`config.mk`:
```
export PLATFORM = sky130hd
export DESIGN_NAME = ccp_output_shaping
export DESIGN_NICKNAME = d
export VERILOG_FILES = /design/src/ccp_pkg.sv /design/src/ccp_output_shaping.sv
export SDC_FILE = /design/constraint.sdc
export NUM_CORES = 1
export LEC_CHECK = 0
export BUFFER_PORTS_ARGS = -buffer_cell sky130_fd_sc_hd__buf_2
export CELL_PAD_IN_SITES_DETAIL_PLACEMENT = 1
export CELL_PAD_IN_SITES_GLOBAL_PLACEMENT = 1
export CORE_MARGIN = 1.5
export CORE_UTILIZATION = 30
export DETAILED_ROUTE_END_ITERATION = 12
export GPL_ROUTABILITY_DRIVEN = 0
export GPL_TIMING_DRIVEN = 0
export PLACE_DENSITY = 0.76
export SYNTH_ARGS = -nofsm -noshare
export SYNTH_HDL_FRONTEND = slang
export SYNTH_SLANG_ARGS = --single-unit
```
`constraint.sdc`:
```
create_clock -name clk -period 2 [get_ports clk]
set_input_delay 0.4 -clock clk [delete_from_list [all_inputs] [get_ports clk]]
set_output_delay 0.4 -clock clk [all_outputs]
set_load 0.02 [all_outputs]
```
`src/ccp_pkg.sv`:
```
// Constants and carrier types for the output-shaping block of a PWM module.
// Assumes one 100 MHz clock and a 32-bit word-addressed Avalon-MM slave port.
// Function
// - Trigger mode with hold bit set keeps enabled pins undriven until triggered.
// - One-shot extend value n stretches each one-shot event to n+1 count periods.
// - Mode field picks single, push-pull, half-bridge, brush DC reverse/forward, scan.
// - Group one polarity bit set makes pins A, C, E active-low.
// - Group two polarity bit set makes pins B, D, F active-low.
// - During shutdown group one drives active on 11, inactive on 10, floats on 0x.
// - Control bits 27 and 23 to 22 always read as zero.
// - Mode field and group two polarity exist only in the multi-output variant.
// - During shutdown group two drives active on 11, inactive on 10, floats on 0x.
// - Dead-time value n inserts n delay periods; zero disables dead time; the code applies it in half-bridge mode only.
package ccp_pkg;

  localparam int          CCP_NUM_PINS   = 6;
  localparam logic [3:0]  CCP_CTL_OFFSET = 4'h0;
  localparam logic [3:0]  CCP_STAT_OFFSET = 4'h4;
  localparam logic [31:0] CCP_CTL_RESET  = 32'h0000_0000;
  // Writable bits per variant; everything else reads as zero.
  localparam logic [31:0] CCP_WMASK_MULTI  = 32'hf73f_003f;
  localparam logic [31:0] CCP_WMASK_SINGLE = 32'hf02c_0000;
  localparam logic [1:0]  CCP_PSS_ACTIVE   = 2'h3;
  localparam logic [1:0]  CCP_PSS_INACTIVE = 2'h2;
  localparam logic [2:0]  CCP_SCAN_LAST    = 3'h5;
  // Status register bit positions.
  localparam int CCP_ST_TRIG = 0;
  localparam int CCP_ST_SD   = 1;
  localparam int CCP_ST_OS   = 2;
  localparam int CCP_ST_HOLD = 3;

  typedef enum logic [2:0] {
    CCP_MODE_SINGLE    = 3'h0,
    CCP_MODE_PUSH_PULL = 3'h1,
    CCP_MODE_HALF      = 3'h2,
    CCP_MODE_RSVD3     = 3'h3,
    CCP_MODE_BDC_REV   = 3'h4,
    CCP_MODE_BDC_FWD   = 3'h5,
    CCP_MODE_SCAN      = 3'h6,
    CCP_MODE_RSVD7     = 3'h7
  } ccp_mode_type;

  // Layout of pwm_output_control_three, bit 31 first.
  typedef struct packed {
    logic         output_wait_for_trigger;
    logic [2:0]   one_shot_extend_count;
    logic         rsvd27;
    ccp_mode_type output_mode_select;
    logic [1:0]   rsvd23;
    logic         polarity_group_one;
    logic         polarity_group_two;
    logic [1:0]   shutdown_state_group_one;
    logic [1:0]   shutdown_state_group_two;
    logic [9:0]   rsvd15;
    logic [5:0]   dead_time_periods;
  } ccp_ctl_type;

  typedef struct packed {
    logic [CCP_NUM_PINS-1:0] level;
    logic [CCP_NUM_PINS-1:0] oe;
  } ccp_pins_type;

  typedef struct packed {
    ccp_ctl_type                   ctl;
    logic                          wreq;
    logic [31:0]                   rdata;
    logic                          os_act;
    logic [2:0]                    os_cnt;
    logic                          phase;
    logic [2:0]                    scan_idx;
    logic [CCP_NUM_PINS-1:0][5:0]  dt_cnt;
    ccp_pins_type                  pins;
  } ccp_state_type;

endpackage

```
`src/ccp_output_shaping.sv`:
```
// Output shaping for a capture/compare/PWM module: pin gating, one-shot
// stretch, mode steering, polarity, shutdown states and dead time.
// Assumes the time base supplies pwm_level, period_start and count_tick.
module ccp_output_shaping
  import ccp_pkg::*;
#(
  parameter bit MULTI_OUTPUT = 1'b1
)
(
  input  wire logic                    clk,
  input  wire logic                    rst_n,
  input  wire logic [3:0]              avs_address,
  input  wire logic                    avs_read,
  input  wire logic                    avs_write,
  input  wire logic [31:0]             avs_writedata,
  input  wire logic [3:0]              avs_byteenable,
  output logic      [31:0]             avs_readdata,
  output logic                         avs_waitrequest,
  input  wire logic                    triggered_operation_enable,
  input  wire logic                    trigger_state,
  input  wire logic                    shutdown_event,
  input  wire logic                    period_start,
  input  wire logic                    count_tick,
  input  wire logic                    one_shot_event,
  input  wire logic                    pwm_level,
  input  wire logic [CCP_NUM_PINS-1:0] pin_enable,
  output ccp_pins_type                 pwm_pins,
  output logic                         one_shot_active
);

  localparam logic [31:0] WMASK = MULTI_OUTPUT ? CCP_WMASK_MULTI : CCP_WMASK_SINGLE;

  ccp_state_type           q;
  ccp_state_type           d;
  ccp_ctl_type             c;
  logic                    hold;
  logic                    req;
  logic                    dt_on;
  logic [31:0]             rsel;
  logic [31:0]             bmask;
  logic [CCP_NUM_PINS-1:0] intent;
  logic [CCP_NUM_PINS-1:0] lvl;
  logic [1:0]              pss;
  logic                    pol;

  assign c = q.ctl;

  // Outputs come straight from the state register.
  assign avs_readdata    = q.rdata;
  assign avs_waitrequest = q.wreq;
  assign pwm_pins        = q.pins;
  assign one_shot_active = q.os_act;

  // Next-state logic for the whole block.
  always_comb
  begin
    d      = q;
    hold   = triggered_operation_enable && c.output_wait_for_trigger && !trigger_state;
    req    = avs_read || avs_write;
    bmask  = {{8{avs_byteenable[3]}}, {8{avs_byteenable[2]}},
              {8{avs_byteenable[1]}}, {8{avs_byteenable[0]}}};
    intent = '0;
    lvl    = '0;
    pss    = 2'h0;
    pol    = 1'b0;

    // Read multiplexer; the stored control word already has its gaps zeroed.
    unique case (avs_address)
      CCP_CTL_OFFSET:  rsel = c & WMASK;
      CCP_STAT_OFFSET:
      begin
        rsel = 32'h0000_0000;
        rsel[CCP_ST_TRIG] = trigger_state;
        rsel[CCP_ST_SD]   = shutdown_event;
        rsel[CCP_ST_OS]   = q.os_act;
        rsel[CCP_ST_HOLD] = hold;
      end
      default:         rsel = 32'h0000_0000;
    endcase

    // Every access waits exactly one cycle; the write lands on the answer edge.
    d.wreq = 1'b1;
    if (q.wreq && req)
    begin
      d.wreq  = 1'b0;
      d.rdata = avs_read ? rsel : 32'h0000_0000;
    end
    if (!q.wreq && avs_write && avs_address == CCP_CTL_OFFSET)
    begin
      d.ctl = ccp_ctl_type'((c & ~(WMASK & bmask))
                            | (avs_writedata & WMASK & bmask));
    end

    // A new one-shot event restarts the stretch; each count period uses one step.
    if (one_shot_event)
    begin
      d.os_act = 1'b1;
      d.os_cnt = c.one_shot_extend_count;
    end
    else if (q.os_act && count_tick)
    begin
      if (q.os_cnt == 3'h0)
      begin
        d.os_act = 1'b0;
      end
      else
      begin
        d.os_cnt = q.os_cnt - 3'h1;
      end
    end

    // Push-pull alternates and scan rotates once per PWM period.
    if (period_start)
    begin
      d.phase    = !q.phase;
      d.scan_idx = (q.scan_idx == CCP_SCAN_LAST) ? 3'h0 : q.scan_idx + 3'h1;
    end

    // Steering of the raw PWM level onto the six pins.
    unique case (c.output_mode_select)
      CCP_MODE_SINGLE:    intent = {CCP_NUM_PINS{pwm_level}};
      CCP_MODE_PUSH_PULL:
      begin
        intent[0] = pwm_level && !q.phase;
        intent[1] = pwm_level && q.phase;
      end
      CCP_MODE_HALF:
      begin
        intent[0] = pwm_level;
        intent[1] = !pwm_level;
      end
      CCP_MODE_BDC_FWD:
      begin
        intent[0] = 1'b1;
        intent[3] = pwm_level;
      end
      CCP_MODE_BDC_REV:
      begin
        intent[2] = 1'b1;
        intent[1] = pwm_level;
      end
      CCP_MODE_SCAN:      intent[q.scan_idx] = pwm_level;
      default:            intent = '0;
    endcase

    // Dead time only matters where two pins are complementary.
    dt_on = (c.dead_time_periods != 6'h00) && (c.output_mode_select == CCP_MODE_HALF);

    for (int i = 0; i < CCP_NUM_PINS; i++)
    begin
      // A rising intent is delayed by the dead-time count, falling is immediate.
      if (!intent[i])
      begin
        d.dt_cnt[i] = c.dead_time_periods;
        lvl[i]      = 1'b0;
      end
      else if (dt_on && q.dt_cnt[i] != 6'h00)
      begin
        d.dt_cnt[i] = q.dt_cnt[i] - 6'h01;
        lvl[i]      = 1'b0;
      end
      else
      begin
        lvl[i] = 1'b1;
      end

      pol = i[0] ? c.polarity_group_two : c.polarity_group_one;
      pss = i[0] ? c.shutdown_state_group_two : c.shutdown_state_group_one;

      // Hold beats shutdown: pins stay released until the trigger comes.
      if (hold || !pin_enable[i])
      begin
        d.pins.oe[i]    = 1'b0;
        d.pins.level[i] = 1'b0;
      end
      else if (shutdown_event)
      begin
        d.pins.oe[i]    = pss[1];
        d.pins.level[i] = pss[1] && (pss[0] ^ pol);
      end
      else
      begin
        d.pins.oe[i]    = 1'b1;
        d.pins.level[i] = lvl[i] ^ pol;
      end
    end
  end

  // Single state register; reset only loads constants.
  always_ff @(posedge clk)
  begin
    if (!rst_n)
    begin
      q       <= '0;
      q.ctl   <= ccp_ctl_type'(CCP_CTL_RESET);
      q.wreq  <= 1'b1;
    end
    else
    begin
      q <= d;
    end
  end
endmodule

```
# Word-level counts from Yosys, hierarchy flattened
# Cells that the tools add are included.
# W data, S select, Z words.
# word_totals
register_bits	121
out_inout_bits	46
# classes
n_eq_ne	14
addsub	8
bitwise	14
magnitude_cmp	2
reduce_logical	58
mux	47
# ops
op	n
$mux W6	12
$and A32 B32 Y32	2
$pmux W32 S2	1
$reduce_bool A6 Y1	7
$sub A6 B1 Y6 const B	6
$mux W33	1
$mux W32	1
$not A32 Y32	1
$or A32 B32 Y32	1
$mux W1	22
$logic_and A1 B1 Y1	18
$reduce_or A2 Y1	9
$eq A3 B3 Y1 const B	4
$ne A2 B1 Y1 const B	6
$logic_not A1 Y1	10
$mux W4	2
$pmux W1 S4	2
$xor A1 B1 Y1	8
$logic_or A1 B1 Y1	7
$and A6 B6 Y6	1
$logic_not A3 Y1	2
$mux W3	2
$eq A4 B3 Y1 const B	1
$logic_not A4 Y1	1
14 further kinds	16

# Longest topological paths before layout
# Gate-level depths: netlist (run 1).
# depth
ltp_word	9
mapped_depth	7
ltp_nobuf	7

# Worst setup path after synthesis (run 1)
# Ideal clock, no wire load.
# synth_path
path_kind	flip-flop to flip-flop
from	register q[18] (netlist bit)
to	register q[22] (netlist bit)
stages_incl_launch_ff	7
required_time_ns	1.912
arrival_time_ns	1.742
path_slack_ns	0.170
setup_time_ns	0.088
path_cell_list	dfxtp_1 > inv_1 > ha_1 > nor3b_1 > or4_1 > or3_1 > a311oi_2
# synth_via
elab_chain_cells	3
word_cells_on_any_way	6
# synth_lines
item	line	source
from (decl)	ccp_output_shaping.sv:33	ccp_state_type q;
$sub A6 B1 Y6 or $reduce_bool A6 Y1 (tied branches)	ccp_output_shaping.sv:159, ccp_output_shaping.sv:157	
$mux W6 or $logic_and A1 B1 Y1 (tied branches)	ccp_output_shaping.sv:157	else if (dt_on && q.dt_cnt[i] != 6'h00)
$mux W6 or $ne A2 B1 Y1 (tied branches)	-	
# Parallel ways exist; a longest one is shown, timed or not. The select of a mux whose other input is x is not followed.
# A chain may end at the register's enable or synchronous reset.

==> impl_metrics.toml, run 1 <==
[outcome]
outcome = "completed"

[grt]
antenna_found_initial = 0
grt_usage_pct = 16.9
grt_pass1_vias = 3428
grt_first_pass_wirelength_mm = 17.1
grt_start_max_net_pins = 13
grt_overflow_total = 0

[clock_network]
cts-root-buf = "clkbuf_16"
clkSinkCount = 71
clkTransAtPathRegs_ps = 60
insertion_delay_ps = 330
cts_max_level = 3
clockBufferDepth = 2
numCtsBuffers = 9
cts_hold_buffers = 0
cts_setup_buffers = 0
tritoncts = "done"

[hold_path]
hp-class = "input port to flip-flop"
worstHoldStart = "pin_enable[4]"

[worst_setup_path]
slowest_delay_ps = 570
path_class = "flip-flop to flip-flop"
cp_max_fo = 10
slowest_stage = "or4_4"
worst-path-buf-inv = 2
arrival_ps = 2160
end_kind = "flip-flop"
crit_family = "simple AND/OR/NAND/NOR gates"
cp_cell_sequence = "buf_6 > or4_4 > o21ai_4 > buf_8 > nor2_1 > xnor2_1 > a211oi_1"
crit_required_ps = 2220
startpoint_type = "flip-flop"

[synth]
synth_area_per_cell_sq_um = 8.33
ys_async_sr_fraction_pct = 0
synth-seq-area-share_pct = 38.4
yosys.area.top_type_share_pct = 38.4
synth_area_sq_um = 3710
synth_cells = 445
ys_dominant_reg_cell = "dfxtp_1"
yosysTopAreaCell = "dfxtp_1"
yosys_warnings = 0
ys_types = 64
synthTopCellsByArea = "dfxtp_1 38%, buf_4 9.7%, nor2_1 5.1%"
yosysMostFrequentCell = "dfxtp_1"
synth_edf_count = 0
synth_seq_cells = 71
ys_top_cells_by_count = "71 x dfxtp_1, 50 x nor2_1, 48 x buf_4, 36 x nand2_1, 34 x nand3_1"

[drt]
routed-via-count = 3418
firstDrtPassIters = 4
drt_iter0_drc = 143
ant_nets = 0
via_per_inst = 4.94
wl_per_cell_um = 15.9
wirelength_mm = 11.0
drc_errors = 0

[placement]
preCtsSetupSlack_ps = -208
port_buffers = 73
place_hpwl_mm = 8.08

[timing]
setup_viol = 0
slew_headroom_pct = 49.5
slew_violations = 0
hold_viol_final = 0
worstMarginPinSlew_ps = 751
max_freq_ghz = 0.516
finalCritPeriodShare_pct = 96.8
min_period_ps = 1940
fin_skew_ps = 8.91
layout_setup_ws_ps = 63.9

[layout]
nets = 604
final_core_util_pct = 39.2
areaGrowthSynthToFinish_pct = 27.1
drive_above_1_share_pct = 32.7
diodes = 0

[floorplanning]
start_util_pct = 30.9
die_y_um = 114
design.die.area_sq_um = 13000
io_pins = 103
core_area_sq_um = 12000
num_rows = 40
fp.dieW_um = 114

[power_and_ir_drop]
ir_drop_mv = 0.398
p_per_area_nw_per_um2 = 806
p_leak_nw = 2.02

[job]
drv_cap = 0
-- worst min-delay path, cell delays in order --
cell	delay, ps
buf_2	90
nand3_1	60
o31ai_1	60
-- power by group --
group / internal (W) / switching [W] / total [W]
clock network: 0.00134 / 0.000609 / 0.00195
registers: 0.00145 / 0.0000294 / 0.00148
logic: 0.000151 / 0.000222 / 0.000373
-- final cells by class --
class / instances / area (sq um)
well taps: 147 / 184
clock buffers: 9 / 225
multi-input cells: 294 / 1820
fillers: 1474 / 7300
flip-flops and latches: 71 / 1430
plain buffers: 78 / 503
repair buffers: 73 / 365
inverters: 14 / 52.6
clock inverters: 6 / 134
-- timing repair --
| action | CTS | global route |
|---|---|---|
| resized for setup | 2 | 10 |
| gates cloned | 0 | 0 |
| endpoints found under the setup margin | 3 | 6 |
-- final timing paths --
kind,end,slack (ps),cells past startpoint
setup / recovery,q[18],60,7
hold / removal,pwm_pins[10],310,3
setup reg to reg,q[18],60,7
hold reg to reg,flip-flop,480,2
-- layer usage --
| metal | GRT usage [%] | vias up | wire length [um] |
|---|---|---|---|
| met5 | 0 | - | 0 |
| met4 | 5.50 | 0 | 193 |
| met3 | 3.76 | 16 | 560 |
| met2 | 29.3 | 92 | 5400 |
| met1 | 20.8 | 1628 | 4870 |
| li1 | - | 1682 | - |
-- through the flow --
step	setup TNS (ps)	hold WS (ps)	cells	power, W	instance area, sq um
finish	0	305	692	0.00380	4710
global route	-57.0	335	692	0.00390	4710
floorplan	0	446	457	0.00174	3750
CTS	0	300	692	0.00378	4670
global placement	-2540	477	677	0.00185	4300
detailed placement	-3430	480	677	0.00186	4300
-- placed cells by master (no fill, tap or decap), drive strengths merged, types with 2 or more instances in the layout --
| cell | count |
|---|---|
| ha | 6 |
| o21a | 2 |
| and3b | 2 |
| xor2 | 3 |
| nor3b | 5 |
| o31ai | 2 |
| nor2 | 51 |
| and2 | 2 |
| bufinv | 4 |
| mux2i | 4 |
| clkbuf | 28 |
| a211oi | 8 |
| nor4 | 5 |
| o21ba | 2 |
| nor3 | 6 |
| nand2 | 39 |
| conb | 13 |
| clkinv | 2 |
| nor2b | 5 |
| a222oi | 4 |
| or3 | 2 |
| dfxtp | 71 |
| xnor2 | 8 |
| a22oi | 15 |
| nand3b | 2 |
| or2 | 3 |
| a21oi | 31 |
| nand4b | 2 |
| inv | 14 |
| or4 | 5 |
| buf | 132 |
| a211o | 2 |
| a311oi | 2 |
| o21ai | 8 |
| and3 | 3 |
| a21o | 2 |
| a31oi | 2 |
| nand3 | 34 |
-- logic make-up (layout without fill, tap and decap cells) --
logic type	after synthesis	after routing	synth area share, %
simple gates	174	174	24.3
buf+inv	92	180	14.9
compound gates	86	86	16.6
flops	71	71	38.4
xor+xnor	11	11	2.60
fa+ha+maj	6	6	2.03
mux	4	4	1.08
other cells	1	13	0.101
Note: power is estimated with default switching activity, not from simulation.
==> run 2: changes to the inputs <==
==> constraint.sdc (replaced) <==
create_clock -name clk -period 2 [get_ports clk]
set_input_delay 0.5 -clock clk [delete_from_list [all_inputs] [get_ports clk]]
set_output_delay 0.5 -clock clk [all_outputs]
set_load 0.02 [all_outputs]
==> impl_metrics.toml, run 2 (synthesized netlist as in run 1, its figures left out) <==
[placement]
port_buffers = 73
place_inst = 677
preCtsSetupSlack_ps = -308
place_hpwl_mm = 8.08
dpl_cell_area_sq_um = 4300

[grt]
grt_first_pass_wirelength_mm = 17.1
grt_start_max_net_pins = 13
grt_usage_pct = 16.9
antenna_found_initial = 0
grt_pass1_vias = 3428
grt_overflow_total = 0

[floorplanning]
die_y_um = 114
design.die.area_sq_um = 13000
start_util_pct = 30.9
core_area_sq_um = 12000
num_rows = 40
fp.dieW_um = 114
io_pins = 103

[hold_path]
holdPathStages = 3
worstHoldStart = "pin_enable[4]"
min_to = "pwm_pins[10]"
hp-class = "input port to flip-flop"

[power_and_ir_drop]
p_per_area_nw_per_um2 = 803
p_comb_share_pct = 9.9
p_leak_nw = 2.02
ir_drop_mv = 0.396
clockPowerShare_pct = 51.1
internal_power_w = 0.00294
power.total_w = 0.00379
p_switching_w = 0.000853
seq_power_share_pct = 39.0
power_switching_share_pct = 22.5

[timing]
max_freq_ghz = 0.517
worstMarginPinSlew_ps = 648
layout_setup_ws_ps = 66.4
setup_viol = 0
slew_headroom_pct = 56.4
hold_viol_final = 0
fin_skew_ps = 8.72
hold-worst-slack_ps = 406
finalCritPeriodShare_pct = 96.7
min_period_ps = 1930
slew_violations = 0

[layout]
areaGrowthSynthToFinish_pct = 27.3
nets = 604
diodes = 0
layout.cells.most_common = "buf_2"
layout.cells.non_filler = 692
drive_above_1_share_pct = 32.7
final_cell_mix = "81 x buf_2, 67 x dfxtp_1, 50 x nor2_1"
final_area_sq_um = 4720

[worst_setup_path]
crit_required_ps = 2230
startpoint_type = "flip-flop"
worstReg2RegEnd = "q[18]"
slowest_stage = "or4_4"
cp_max_fo = 10
reg2reg_depth = 7
path_class = "flip-flop to flip-flop"
rrSetupSlack_ps = 70
end_kind = "flip-flop"
arrival_ps = 2160
crit_family = "simple AND/OR/NAND/NOR gates"
cp_cell_sequence = "buf_6 > or4_4 > o21ai_4 > buf_8 > nor2_1 > xnor2_1 > a211oi_1"
worst-path-buf-inv = 2
slowest_delay_ps = 570

[clock_network]
tritoncts = "done"
clockBufferDepth = 2
clkTransAtPathRegs_ps = 60
numCtsBuffers = 9
clkSinkCount = 71
cts-root-buf = "clkbuf_16"
insertion_delay_ps = 330
cts_setup_buffers = 0
cts_hold_buffers = 0
cts_max_level = 3

[job]
drv_cap = 0

[drt]
drc_errors = 0
drt_iter0_drc = 162
ant_nets = 0
firstDrtPassIters = 4
wirelength_mm = 11.0
wl_per_cell_um = 15.9
via_per_inst = 4.93
routed-via-count = 3415

[outcome]
outcome = "completed"
[run 2: changes by cell type in the layout (fill, tap and decap cells not counted)]
cell    change
nor2_4      +1
nor2_2      -1
buf_4       +1
buf_2       -1
[run 2: worst max path at each step]
stage,start,to,slack (ps),depth (start not counted)
3_3_place_gp,avs_address[1],avs_readdata[26],-250,6
4_1_cts,q[19],q[22],30,6
6_report,flip-flop,q[18],70,7
2_1_floorplan,avs_address[1],flip-flop,110,6
5_1_grt,flip-flop,q[18],-40,7
3_5_place_dp,avs_address[1],avs_readdata[29],-310,6
[run 2: power groups by stage]
stage | sequential, W | clock (W) | combinational, W
final | 0.00148 | 0.00194 | 0.000375
after global placement | 0.00150 | 0 | 0.000345
after global routing | 0.00148 | 0.00202 | 0.000410
after CTS | 0.00147 | 0.00194 | 0.000363
after detailed placement | 0.00150 | 0 | 0.000357
after floorplan | 0.00150 | 0 | 0.000236
[run 2: layer usage]
layer	vias to the layer above	global-route usage, %	part of all wire [%]
met5	-	0	0
met4	0	5.50	1.7
met3	15	3.76	4.9
met2	87	29.3	49
met1	1629	20.8	44
li1	1684	-	-
[run 2: timing repair]
item	CTS	global route
gates cloned	0	0
resized for setup	2	13
endpoints found under the setup margin	3	22
[run 2: layout make-up]
cell class              count  area [sq um]
clock inverters             6           134
repair buffers             73           365
fillers                  1476          7290
inverters                  14          52.6
clock buffers               9           225
plain buffers              78           505
multi-input cells         294          1820
flip-flops and latches     71          1430
well taps                 147           184
[run 2: metrics by stage]
stage	util, %	setup TNS, ps
after floorplan	-	0
after global placement	35.8	-5630
after detailed placement	35.8	-6960
after CTS	38.8	0
after global routing	39.3	-57.0
final	39.3	0
[run 2: tightest hold or removal path, cell delays in order]
cell and delay (ps):
buf_2 90, nand3_1 60, o31ai_1 60
